===== src/rtl/sdtb_pkg.sv =====
// Shared constants and types for the two-bank DRAM command logic.
// Assumes both ends run on one clock, mclk, at 100 MHz.
package sdtb_pkg;
	// Command code: {cs_n, ras_n, cas_n, we_n} with cs_n low
	localparam logic [3:0] CMD_NOP      = 4'h7;
	localparam logic [3:0] CMD_HALT     = 4'h6;
	localparam logic [3:0] CMD_READ     = 4'h5;
	localparam logic [3:0] CMD_STORE    = 4'h4;
	localparam logic [3:0] CMD_ROW_OPEN = 4'h3;
	localparam logic [3:0] CMD_CLOSE    = 4'h2;
	localparam logic [3:0] CMD_REFRESH  = 4'h1;
	localparam logic [3:0] CMD_MODE     = 4'h0;
	// Address layout
	localparam int ADDR_W       = 12;
	localparam int BANK_SEL_POS = 11;
	localparam int AUTOCLOSE_POS = 10;
	localparam int COL_W        = 8;
	localparam int ROW_W        = 11;
	// Timing
	localparam int CLK_PERIOD_PS    = 10000;
	localparam int ROW_CYCLE_PS     = 70000;
	localparam int ROW_CYCLE_CYC    = (ROW_CYCLE_PS + CLK_PERIOD_PS - 1) / CLK_PERIOD_PS;
	localparam int WAKE_SETUP_PS    = 20000;
	localparam int WAKE_SETUP_CYC   = (WAKE_SETUP_PS + CLK_PERIOD_PS - 1) / CLK_PERIOD_PS;
	localparam int CNT_W            = 8;
	// Per-bank state
	typedef enum logic [2:0] {
		SDTB_IDLE, SDTB_ACTIVE, SDTB_READ, SDTB_WRITE, SDTB_READ_AC, SDTB_WRITE_AC
	} sdtb_bank_e;
	// Device power state
	typedef enum logic [2:0] {
		SDTB_NORMAL, SDTB_SELF_REF, SDTB_SR_RECOVER, SDTB_POWER_DOWN, SDTB_SUSPEND
	} sdtb_pwr_e;
endpackage


===== src/rtl/sdtb_if.sv =====
// Command pins between the controller end and the memory end.
// Assumes a single clock shared by both ends.
`timescale 1ns/1ps
interface sdtb_if;
	logic        clk_gate;
	logic        cs_n;
	logic        ras_n;
	logic        cas_n;
	logic        we_n;
	logic [11:0] addr;
	modport ctrl (output clk_gate, cs_n, ras_n, cas_n, we_n, addr);
	modport mem  (input clk_gate, cs_n, ras_n, cas_n, we_n, addr);
endinterface


===== src/rtl/sdtb_mem.sv =====
// Memory end: clock-gate handling and two-bank command state tracking.
// Assumes pins are synchronous to mclk and driven by a well-behaved controller.
// Overview of operation
// - Low-power states exit on clock gate rise
// - Self-refresh recovery idles after row cycle
// - Recovery with gate falling enters power-down
// - Power-down exits to idle on gate rise
// - Normal state decodes strobes into commands
// - Self-refresh and power-down need idle banks
// - Gate fall in busy state suspends clock
// - Gate low previous cycle ends suspend next
// - Controller gives legal command at suspend
// - Controller waits wake setup after exit
// - Strobe encoding sampled every rising edge
// - Read targets selected bank, optional auto-close
// - Store targets bank; other burst goes active
// - Row open moves chosen idle bank active
// - Column uses low bits, ignores 8 and 9
// - Six bank states; refresh needs idle
`timescale 1ns/1ps
module sdtb_mem (
	// Clock and reset
	input  wire logic                       mclk,
	input  wire logic                       rst_n,
	// Command pins
	sdtb_if.mem                             pins,
	// Observed state
	output sdtb_pkg::sdtb_bank_e            bank0_state,
	output sdtb_pkg::sdtb_bank_e            bank1_state,
	output sdtb_pkg::sdtb_pwr_e             pwr_state,
	output logic [sdtb_pkg::ROW_W-1:0]      row_addr,
	output logic [sdtb_pkg::COL_W-1:0]      col_addr,
	output logic                            illegal_cmd,
	output logic                            mode_loaded,
	output logic [sdtb_pkg::ADDR_W-1:0]     mode_word,
	output logic                            refresh_pulse
);
	sdtb_pkg::sdtb_bank_e bank_r [2];
	sdtb_pkg::sdtb_bank_e bank_nxt [2];
	sdtb_pkg::sdtb_pwr_e  pwr_r;
	sdtb_pkg::sdtb_pwr_e  pwr_nxt;
	logic                 gate_prev_r;
	logic [sdtb_pkg::CNT_W-1:0] rc_cnt_r;
	logic [3:0]           cmd;
	logic                 sel;
	logic                 ac;
	logic                 gate;
	logic                 both_idle;
	logic                 run_cmd;
	logic                 illegal_nxt;

	// Command decode from strobes
	assign cmd  = {pins.cs_n, pins.ras_n, pins.cas_n, pins.we_n};
	assign sel  = pins.addr[sdtb_pkg::BANK_SEL_POS];
	assign ac   = pins.addr[sdtb_pkg::AUTOCLOSE_POS];
	assign gate = pins.clk_gate;
	assign both_idle = (bank_r[0] == sdtb_pkg::SDTB_IDLE) && (bank_r[1] == sdtb_pkg::SDTB_IDLE);
	// Commands change bank state only in normal state with gate high on both samples
	assign run_cmd = (pwr_r == sdtb_pkg::SDTB_NORMAL) && gate_prev_r && gate && !cmd[3];

	// Previous-cycle clock gate sample
	always_ff @(posedge mclk or negedge rst_n) begin
		if (!rst_n) begin
			gate_prev_r <= 1'b1;
		end else begin
			gate_prev_r <= gate;
		end
	end

	// Power state transitions
	always_comb begin
		pwr_nxt = pwr_r;
		case (pwr_r)
			sdtb_pkg::SDTB_NORMAL: begin
				if (gate_prev_r && !gate) begin
					if (!both_idle) begin
						pwr_nxt = sdtb_pkg::SDTB_SUSPEND;
					end else if (!cmd[3] && cmd == sdtb_pkg::CMD_REFRESH) begin
						pwr_nxt = sdtb_pkg::SDTB_SELF_REF;
					end
				end else if (!gate_prev_r && both_idle) begin
					pwr_nxt = sdtb_pkg::SDTB_POWER_DOWN;
				end
			end
			sdtb_pkg::SDTB_SELF_REF: begin
				if (!gate_prev_r && gate) begin
					pwr_nxt = sdtb_pkg::SDTB_SR_RECOVER;
				end
			end
			sdtb_pkg::SDTB_SR_RECOVER: begin
				if (gate_prev_r && !gate) begin
					pwr_nxt = sdtb_pkg::SDTB_POWER_DOWN;
				end else if (gate && rc_cnt_r == '0) begin
					pwr_nxt = sdtb_pkg::SDTB_NORMAL;
				end
			end
			sdtb_pkg::SDTB_POWER_DOWN: begin
				if (!gate_prev_r && gate) begin
					pwr_nxt = sdtb_pkg::SDTB_NORMAL;
				end
			end
			sdtb_pkg::SDTB_SUSPEND: begin
				if (!gate_prev_r) begin
					pwr_nxt = sdtb_pkg::SDTB_NORMAL;
				end
			end
			default: pwr_nxt = sdtb_pkg::SDTB_NORMAL;
		endcase
	end

	// Power state register
	always_ff @(posedge mclk or negedge rst_n) begin
		if (!rst_n) begin
			pwr_r <= sdtb_pkg::SDTB_NORMAL;
		end else begin
			pwr_r <= pwr_nxt;
		end
	end

	// Row cycle counter for self-refresh recovery
	always_ff @(posedge mclk or negedge rst_n) begin
		if (!rst_n) begin
			rc_cnt_r <= '0;
		end else if (pwr_r == sdtb_pkg::SDTB_SELF_REF) begin
			rc_cnt_r <= sdtb_pkg::CNT_W'(sdtb_pkg::ROW_CYCLE_CYC - 1);
		end else if (pwr_r == sdtb_pkg::SDTB_SR_RECOVER && rc_cnt_r != '0) begin
			rc_cnt_r <= rc_cnt_r - 1'b1;
		end
	end

	// Per-bank next state
	always_comb begin
		bank_nxt[0] = bank_r[0];
		bank_nxt[1] = bank_r[1];
		illegal_nxt = 1'b0;
		if (pwr_r == sdtb_pkg::SDTB_SR_RECOVER && gate && !cmd[3] && !cmd[2]) begin
			illegal_nxt = 1'b1;
		end
		if (pwr_r == sdtb_pkg::SDTB_SR_RECOVER && gate && !cmd[3] && cmd[2] && !cmd[1]) begin
			illegal_nxt = 1'b1;
		end
		if (run_cmd) begin
			case (cmd)
				sdtb_pkg::CMD_HALT: begin
					for (int b = 0; b < 2; b++) begin
						if (bank_r[b] != sdtb_pkg::SDTB_IDLE && bank_r[b] != sdtb_pkg::SDTB_ACTIVE) begin
							bank_nxt[b] = sdtb_pkg::SDTB_ACTIVE;
						end
					end
				end
				sdtb_pkg::CMD_READ, sdtb_pkg::CMD_STORE: begin
					if (bank_r[sel] == sdtb_pkg::SDTB_IDLE) begin
						illegal_nxt = 1'b1;
					end else begin
						if (cmd == sdtb_pkg::CMD_READ) begin
							bank_nxt[sel] = ac ? sdtb_pkg::SDTB_READ_AC : sdtb_pkg::SDTB_READ;
						end else begin
							bank_nxt[sel] = ac ? sdtb_pkg::SDTB_WRITE_AC : sdtb_pkg::SDTB_WRITE;
						end
						if (bank_r[!sel] != sdtb_pkg::SDTB_IDLE) begin
							bank_nxt[!sel] = sdtb_pkg::SDTB_ACTIVE;
						end
					end
				end
				sdtb_pkg::CMD_ROW_OPEN: begin
					if (bank_r[sel] == sdtb_pkg::SDTB_IDLE) begin
						bank_nxt[sel] = sdtb_pkg::SDTB_ACTIVE;
					end else begin
						illegal_nxt = 1'b1;
					end
				end
				sdtb_pkg::CMD_CLOSE: begin
					if (ac) begin
						bank_nxt[0] = sdtb_pkg::SDTB_IDLE;
						bank_nxt[1] = sdtb_pkg::SDTB_IDLE;
					end else begin
						bank_nxt[sel] = sdtb_pkg::SDTB_IDLE;
					end
				end
				sdtb_pkg::CMD_REFRESH, sdtb_pkg::CMD_MODE: begin
					illegal_nxt = !both_idle;
				end
				default: ;
			endcase
		end
	end

	// Bank state registers
	always_ff @(posedge mclk or negedge rst_n) begin
		if (!rst_n) begin
			bank_r[0] <= sdtb_pkg::SDTB_IDLE;
			bank_r[1] <= sdtb_pkg::SDTB_IDLE;
		end else begin
			bank_r[0] <= bank_nxt[0];
			bank_r[1] <= bank_nxt[1];
		end
	end

	// Registered address capture and event outputs
	always_ff @(posedge mclk or negedge rst_n) begin
		if (!rst_n) begin
			row_addr      <= '0;
			col_addr      <= '0;
			mode_word     <= '0;
			mode_loaded   <= 1'b0;
			refresh_pulse <= 1'b0;
			illegal_cmd   <= 1'b0;
		end else begin
			mode_loaded   <= 1'b0;
			refresh_pulse <= 1'b0;
			illegal_cmd   <= illegal_nxt;
			if (run_cmd && cmd == sdtb_pkg::CMD_ROW_OPEN) begin
				row_addr <= pins.addr[sdtb_pkg::ROW_W-1:0];
			end
			if (run_cmd && (cmd == sdtb_pkg::CMD_READ || cmd == sdtb_pkg::CMD_STORE) && !illegal_nxt) begin
				col_addr <= pins.addr[sdtb_pkg::COL_W-1:0];
			end
			if (run_cmd && cmd == sdtb_pkg::CMD_MODE && both_idle) begin
				mode_word   <= pins.addr;
				mode_loaded <= 1'b1;
			end
			if (run_cmd && cmd == sdtb_pkg::CMD_REFRESH && both_idle) begin
				refresh_pulse <= 1'b1;
			end
		end
	end

	// State outputs
	assign bank0_state = bank_r[0];
	assign bank1_state = bank_r[1];
	assign pwr_state   = pwr_r;
endmodule


===== src/flat_wrapper.sv =====
// flat-port wrapper written by rule: the top's interface ports become plain ports
module sdtb_mem_flat 
  (mclk, rst_n, bank0_state, bank1_state, pwr_state, row_addr, col_addr, illegal_cmd, mode_loaded, mode_word, refresh_pulse, pins_clk_gate, pins_cs_n, pins_ras_n, pins_cas_n, pins_we_n, pins_addr);
  sdtb_if pins_i ();
  input  wire logic mclk;
  input  wire logic rst_n;
  output sdtb_pkg::sdtb_bank_e bank0_state;
  output sdtb_pkg::sdtb_bank_e bank1_state;
  output sdtb_pkg::sdtb_pwr_e pwr_state;
  output logic [sdtb_pkg::ROW_W-1:0] row_addr;
  output logic [sdtb_pkg::COL_W-1:0] col_addr;
  output logic illegal_cmd;
  output logic mode_loaded;
  output logic [sdtb_pkg::ADDR_W-1:0] mode_word;
  output logic refresh_pulse;
  input wire logic [$bits(pins_i.clk_gate)-1:0] pins_clk_gate;
  input wire logic [$bits(pins_i.cs_n)-1:0] pins_cs_n;
  input wire logic [$bits(pins_i.ras_n)-1:0] pins_ras_n;
  input wire logic [$bits(pins_i.cas_n)-1:0] pins_cas_n;
  input wire logic [$bits(pins_i.we_n)-1:0] pins_we_n;
  input wire logic [$bits(pins_i.addr)-1:0] pins_addr;
  assign pins_i.clk_gate = pins_clk_gate;
  assign pins_i.cs_n = pins_cs_n;
  assign pins_i.ras_n = pins_ras_n;
  assign pins_i.cas_n = pins_cas_n;
  assign pins_i.we_n = pins_we_n;
  assign pins_i.addr = pins_addr;
  sdtb_mem u_core (.mclk(mclk), .rst_n(rst_n), .pins(pins_i), .bank0_state(bank0_state), .bank1_state(bank1_state), .pwr_state(pwr_state), .row_addr(row_addr), .col_addr(col_addr), .illegal_cmd(illegal_cmd), .mode_loaded(mode_loaded), .mode_word(mode_word), .refresh_pulse(refresh_pulse));
endmodule

===== config.mk =====
export PLATFORM = sky130hd
export DESIGN_NAME = sdtb_mem_flat
export DESIGN_NICKNAME = d
export VERILOG_FILES = /design/src/rtl/sdtb_pkg.sv /design/src/rtl/sdtb_if.sv /design/src/rtl/sdtb_mem.sv /design/src/flat_wrapper.sv
export SDC_FILE = /design/constraint.sdc
export NUM_CORES = 1
export LEC_CHECK = 0
export BUFFER_PORTS_ARGS = -buffer_cell sky130_fd_sc_hd__buf_2
export CAP_MARGIN = 20
export CORE_MARGIN = 2
export CORE_UTILIZATION = 35
export DETAILED_ROUTE_END_ITERATION = 10
export GPL_TIMING_DRIVEN = 0
export HOLD_SLACK_MARGIN = 0.06
export PLACE_DENSITY_LB_ADDON = 0.3
export SYNTH_ARGS = -nofsm -noshare
export SYNTH_HDL_FRONTEND = slang
export SYNTH_SLANG_ARGS = --single-unit

===== constraint.sdc =====
create_clock -name mclk -period 1.9 [get_ports mclk]
set_clock_uncertainty 0.1 [all_clocks]
set_input_delay 0.38 -clock mclk [delete_from_list [all_inputs] [get_ports mclk]]
set_output_delay 0.38 -clock mclk [all_outputs]
set_load 0.05 [all_outputs]

* Word level (Yosys, flattened, before mapping)
Cells that the tools add are included.
Cells by class: reduce and logical (&&, ||, !) cells 52, equal/unequal tests 22, bitwise operators 10, shifts and indexed selects 0, add/subtract/negate cells 1, $lt $le $gt $ge 4, mux-type cells 45, $mul 0, divide/modulo/power cells 0
Operator list (number):
- 3-bit 2-to-1 mux | 21
- 6-bit 2-to-1 mux | 8
- 1-bit logical AND | 26
- 6-bit case mux with 4 select lines | 1
- 8-bit 2-to-1 mux | 2
- 3-bit case mux with 5 select lines | 1
- 6-bit bitwise mux | 2
- 4-bit by 3-bit == test with 1-bit output, second input constant | 3
- 3-bit logical NOT | 4
- 2-bit by 1-bit inequality test with 1-bit output, second input constant | 5
- 5-bit AND reduction | 2
- 3-bit by 1-bit inequality test with 1-bit output, second input constant | 3
- 3-bit nonzero test | 3
- 4-bit bitwise AND | 2
- 4-bit by 2-bit == test with 1-bit output, second input constant | 2
- 1-bit logical NOT | 8
- 8-bit logical NOT | 1
- 4-bit inverter | 2
- 8-bit nonzero test | 1
- 8-bit by 1-bit subtractor with 8-bit output, second input constant | 1
- 1-bit 2-to-1 mux | 7
- 6-bit bitwise AND | 1
- 3-bit demux with 1-bit select | 2
- 3-bit by 2-bit == test with 1-bit output, second input constant | 2
- other kinds (18) | 24
Storage, ports and cells: memories 0, latch bits 0, bits in writable memories 0, bits in registers 52, memory bits (read-only) 0, input port bits 19, word-level logic and storage cells 145

* Longest topological paths before layout
word-level depth 14, depth in mapped cells 7, depth with buffers taken out 7

* Worst setup path after synthesis
No wires, ideal clock.
kind register to register, start reg u_core.pwr_r[1], in the netlist u_core.pwr_state[1], end reg u_core.row_addr[2] (netlist bit), setup slack -0.400 ns, required time 1.675 ns, clock period less this slack 2.300 ns, setup time 0.125 ns, arrival time 2.075 ns, path buffers 2, cell stages (with the launch flop) 7, cells stage by stage dfrtp_1 -> buf_6 -> nor3b_4 -> nand2_2 -> or4_4 -> buf_6 -> mux2_4
On the way: longest elaborated chain between the ends 5
RTL lines:
- from (decl) | RTL line sdtb_mem.sv:40 | sdtb_pkg::sdtb_pwr_e pwr_r;
- from (signal assigned) | RTL line sdtb_mem.sv:114 | pwr_r <= sdtb_pkg::SDTB_NORMAL;
- from (signal assigned) | RTL line sdtb_mem.sv:116 | pwr_r <= pwr_nxt;
- 3-bit logical NOT | RTL line sdtb_mem.sv:59 | assign run_cmd = (pwr_r == sdtb_pkg::SDTB_NORMAL) && gate_prev_r && gate && !cmd[3];
- 1-bit logical AND (3 in a row) | RTL line sdtb_mem.sv:59
- 1-bit logical AND | RTL line sdtb_mem.sv:212 | if (run_cmd && cmd == sdtb_pkg::CMD_ROW_OPEN) begin
- to (signal assigned) | RTL line sdtb_mem.sv:213 | row_addr <= pins.addr[sdtb_pkg::ROW_W-1:0];
- to (decl) | RTL line sdtb_mem.sv:31 | output logic [sdtb_pkg::ROW_W-1:0] row_addr,
No other way between the ends. A chain may end at the register's enable or synchronous reset.

* Final worst setup path
start reg u_core.gate_prev_r, end reg u_core.row_addr[2] (netlist bit)
On the way: longest elaborated chain between the ends 4
RTL lines:
- from (decl) | RTL line sdtb_mem.sv:42 | logic gate_prev_r;
- from (signal assigned) | RTL line sdtb_mem.sv:66 | gate_prev_r <= gate;
- 1-bit logical AND (3 in a row) | RTL line sdtb_mem.sv:59
- 1-bit logical AND | RTL line sdtb_mem.sv:212
No other way between the ends.

==> results.py <==
metrics = {
    "status": {
        "outcome": "complete, but fails checks",
        "violations": "negative setup slack",
    },
    "die": {
        "core_sq_um": 7253,
        "ios": 62,
        "die-height_microns": 90.73,
        "die_w_microns": 90.73,
        "row_count": 31,
        "die_area_sq_um": 8231,
        "start_util_pct": 36.29,
    },
    "timing": {
        "max_freq_mhz": 476.8,
        "setup_viol": 40,
        "setup_slack_ps": -197.3,
        "finalSetupTns_ps": -5673,
        "worst_pin_slew_ps": 559.9,
        "finalCritPeriodShare_pct": 110.4,
        "finalHoldViolCount": 0,
        "layout_min_cycle_time_ps": 2097,
        "report.final.slew_viol_count": 0,
        "rsz0062_at_grt": "true",
        "max_slew_margin_pct": 62.68,
    },
    "cells_and_area": {
        "fin_area_sq_um": 3630,
        "final_layout_size_suffix_gt1_share_pct": 50.30,
        "nets": 348,
        "final_common_cell": "buf_2",
        "area_growth_pct": 37.88,
        "final_cell_mix": "62 x buf_2, 43 x dfrtp_1, 19 x mux2_4",
        "antenna_cells": 0,
    },
    "detailed_routing": {
        "dr.pass1.iters": 4,
        "route.vias.total": 2220,
        "drtIter0Drc": 90,
        "avgRoutedWirePerCell_microns": 15.83,
        "routed_wl_microns": 6759,
        "drc": 0,
        "postRouteAntennaNets": 0,
        "viasPerCell": 5.199,
    },
    "setup_path": {
        "crit_fanout": 5,
        "reg2reg_depth": 5,
        "critPathArrivalTime_ps": 2200,
        "reg2reg_from": "u_core.gate_prev_r$_DFF_PN1_",
        "critPathKind": "reg2reg",
        "worstSetupEndpointType": "flip-flop",
        "worstSetupStartpointType": "flip-flop",
        "worstReg2RegEnd": "u_core.row_addr[2]$_DFFE_PN0P_",
        "r2r_setup_slack_ps": -200,
        "cp.required_ps": 2000,
    },
    "power": {
        "switching_share_pct": 44.51,
        "p_switching_uw": 1817,
        "internal_power_uw": 2265,
        "p_clk_share_pct": 17.2,
        "p_seq_share_pct": 38.6,
        "pwr_density_cell_nw_per_um2": 1124,
        "power_leakage_uw": 0.001793,
        "combPwrFrac_pct": 44.2,
        "totalPowerFinal_uw": 4082,
        "ir_drop_mv": 0.4700,
    },
    "grt": {
        "grt-ovfl-total": 0,
        "grtUsageMet2_pct": 27.11,
        "grt.total_usage_pct": 16.03,
        "use_met3_pct": 5.175,
        "grt_pass1_vias": 2188,
        "grtUsageMet1_pct": 19.95,
        "antenna_found_initial": 0,
        "grt_max_degree": 32,
        "busiest_layer": "met2",
        "grt_pass1_wl_microns": 10670,
    },
    "clocking": {
        "cts-buffers-inserted": 5,
        "htree_levels": 2,
        "cts_sinks": 52,
        "clk_path_buf_depth": 2,
        "cts_tree": "yes",
        "clk_pin_slew_ps": 110,
        "insertion_delay_ps": 320,
        "cts_root_buf": "clkbuf_8",
    },
    "min_path": {
        "hp-class": "in2reg",
        "hold_depth": 2,
        "min_from": "pins_addr[8]",
        "holdPathEnd": "u_core.row_addr[8]$_DFFE_PN0P_",
    },
    "logic_synthesis": {
        "ys_ff_latch": 52,
        "synth_seq_area_share_pct": 49.48,
        "async_flop_share_pct": 100.0,
        "yosys_warnings": 0,
        "ys_top_cells_by_area": "dfrtp_1 48%, mux2_2 9.8%, mux2_4 4.6%",
        "synth_top_area_cell": "dfrtp_1",
        "ys_types": 52,
        "synth_edf_count": 0,
        "syn_avg_cell_area_sq_um": 11.30,
        "syn_area_sq_um": 2633,
        "syn-instance-count": 233,
        "netlist.area_leader.share_pct": 48.48,
        "dominantRegCellSynth": "dfrtp_1",
        "synth_nets": 254,
    },
    "placement": {
        "dp_hpwl_microns": 4384,
        "placed_area_sq_um": 3137,
        "portBuffers": 60,
        "globalplace.congestion": 0.8478,
    },
    "flow_run": {
        "cap_violations": 0,
    },
}
state kept, by name (all words and copies together) (netlist names):
register / cells
u_core.mode_word: 12
u_core.rc_cnt_r: 8
u_core.refresh_pulse: 1
u_core.illegal_cmd: 1
u_core.mode_loaded: 1
u_core.pwr_state: 3
u_core.row_addr: 11
u_core.bank0_state: 3
u_core.gate_prev_r: 1
u_core.bank1_state: 3
u_core.col_addr: 8
power by group through the flow:
stage	Combinational, uW	Clock, uW	Sequential [uW]
after floorplan	663	0	2070
after global placement	1560	0	1540
after detailed placement	1580	0	1540
after CTS	1680	720	1560
after global routing	1920	770	1610
final	1800	702	1580
layer usage:
metal | wire length, microns | part of all wire, % | vias to the layer above
li1 | - | - | 1037
met5 | 0 | 0 | -
met4 | 67 | 0.99 | 0
met3 | 431 | 6.4 | 4
met2 | 3228 | 48 | 66
met1 | 3032 | 45 | 1113
cell families (layout without fill, tap and decap cells):
logic type	count (synthesis)	after routing	synth area share, %
simple gates	70	70	15.73
compound gates	49	49	12.93
fa+ha+maj	2	2	0.9504
buf+inv	21	116	3.802
xor+xnor	7	7	2.329
flops	52	52	49.48
mux	32	32	14.78
cell type report:
cell class	instances	area (sq um)
Fill cell	662	3623
Multi-Input combinational cell	160	1393
Sequential cell	52	1313
Timing Repair Buffer	89	598.1
Tap cell	99	123.9
Clock buffer	5	68.82
Buffer	9	67.56
Inverter	10	37.54
Clock inverter	3	28.78
cells in the mapped netlist (2+ instances only):
cell type	instances
nor4_1	5
nor2b_1	4
nor4b_1	2
buf_6	2
o221ai_1	2
ha_1	2
inv_1	10
mux2_2	23
a211oi_1	3
xor2_1	3
o211ai_1	4
o211a_1	2
nor3b_2	3
nor2_1	18
nor3_1	7
xnor2_1	4
clkbuf_1	4
o32ai_1	2
o21bai_1	2
or4_1	2
buf_2	5
o21ai_0	10
or3b_2	2
a211o_1	2
nand3_1	4
a21o_1	2
mux2_4	8
a21oi_1	8
a31oi_1	2
nand2_1	9
nand2b_1	6
dfrtp_1	51
repair_timing:
item                                   CTS  global route
resized for setup                       22            24
buffers inserted                        19             4
endpoints found under the hold margin   21             0
pin swaps                                9             7
cloned                                   1             2
setup endpoints to repair               44            44
hold buffers                             2             0
how the worst max path moves through the flow:
stage | slack [ps] | start | endpoint
finish | -200 | u_core.gate_prev_r$_DFF_PN1_ | u_core.row_addr[2]$_DFFE_PN0P_
global route | -270 | u_core.pwr_state[1]$_DFFE_PN0P_ | u_core.rc_cnt_r[6]$_DFFE_PN0P_
CTS | -220 | u_core.gate_prev_r$_DFF_PN1_ | u_core.row_addr[2]$_DFFE_PN0P_
detailed placement | -460 | pins_clk_gate | u_core.mode_word[8]$_DFFE_PN0P_
global placement | -460 | pins_clk_gate | u_core.mode_word[2]$_DFFE_PN0P_
floorplan | -280 | u_core.pwr_state[1]$_DFFE_PN0P_ | u_core.row_addr[2]$_DFFE_PN0P_
per-stage QoR:
stage	setup slack, ps	util, %	instances	hold WS, ps
floorplan	-282.8	-	233	-15.59
global placement	-462.4	42.97	392	375.3
detailed placement	-462.1	43.25	393	301.4
CTS	-221.0	48.28	421	185.7
global route	-269.4	50.04	427	182.3
finish	-197.3	50.04	427	198.3
critical path: stages, from the launching register on:
cell and delay [ps]:
dfstp_2 550, nor3b_4 220, nand2_2 100, or4_4 560, buf_12 170, mux2_4 280
Note: power is estimated with default switching activity, not from simulation.
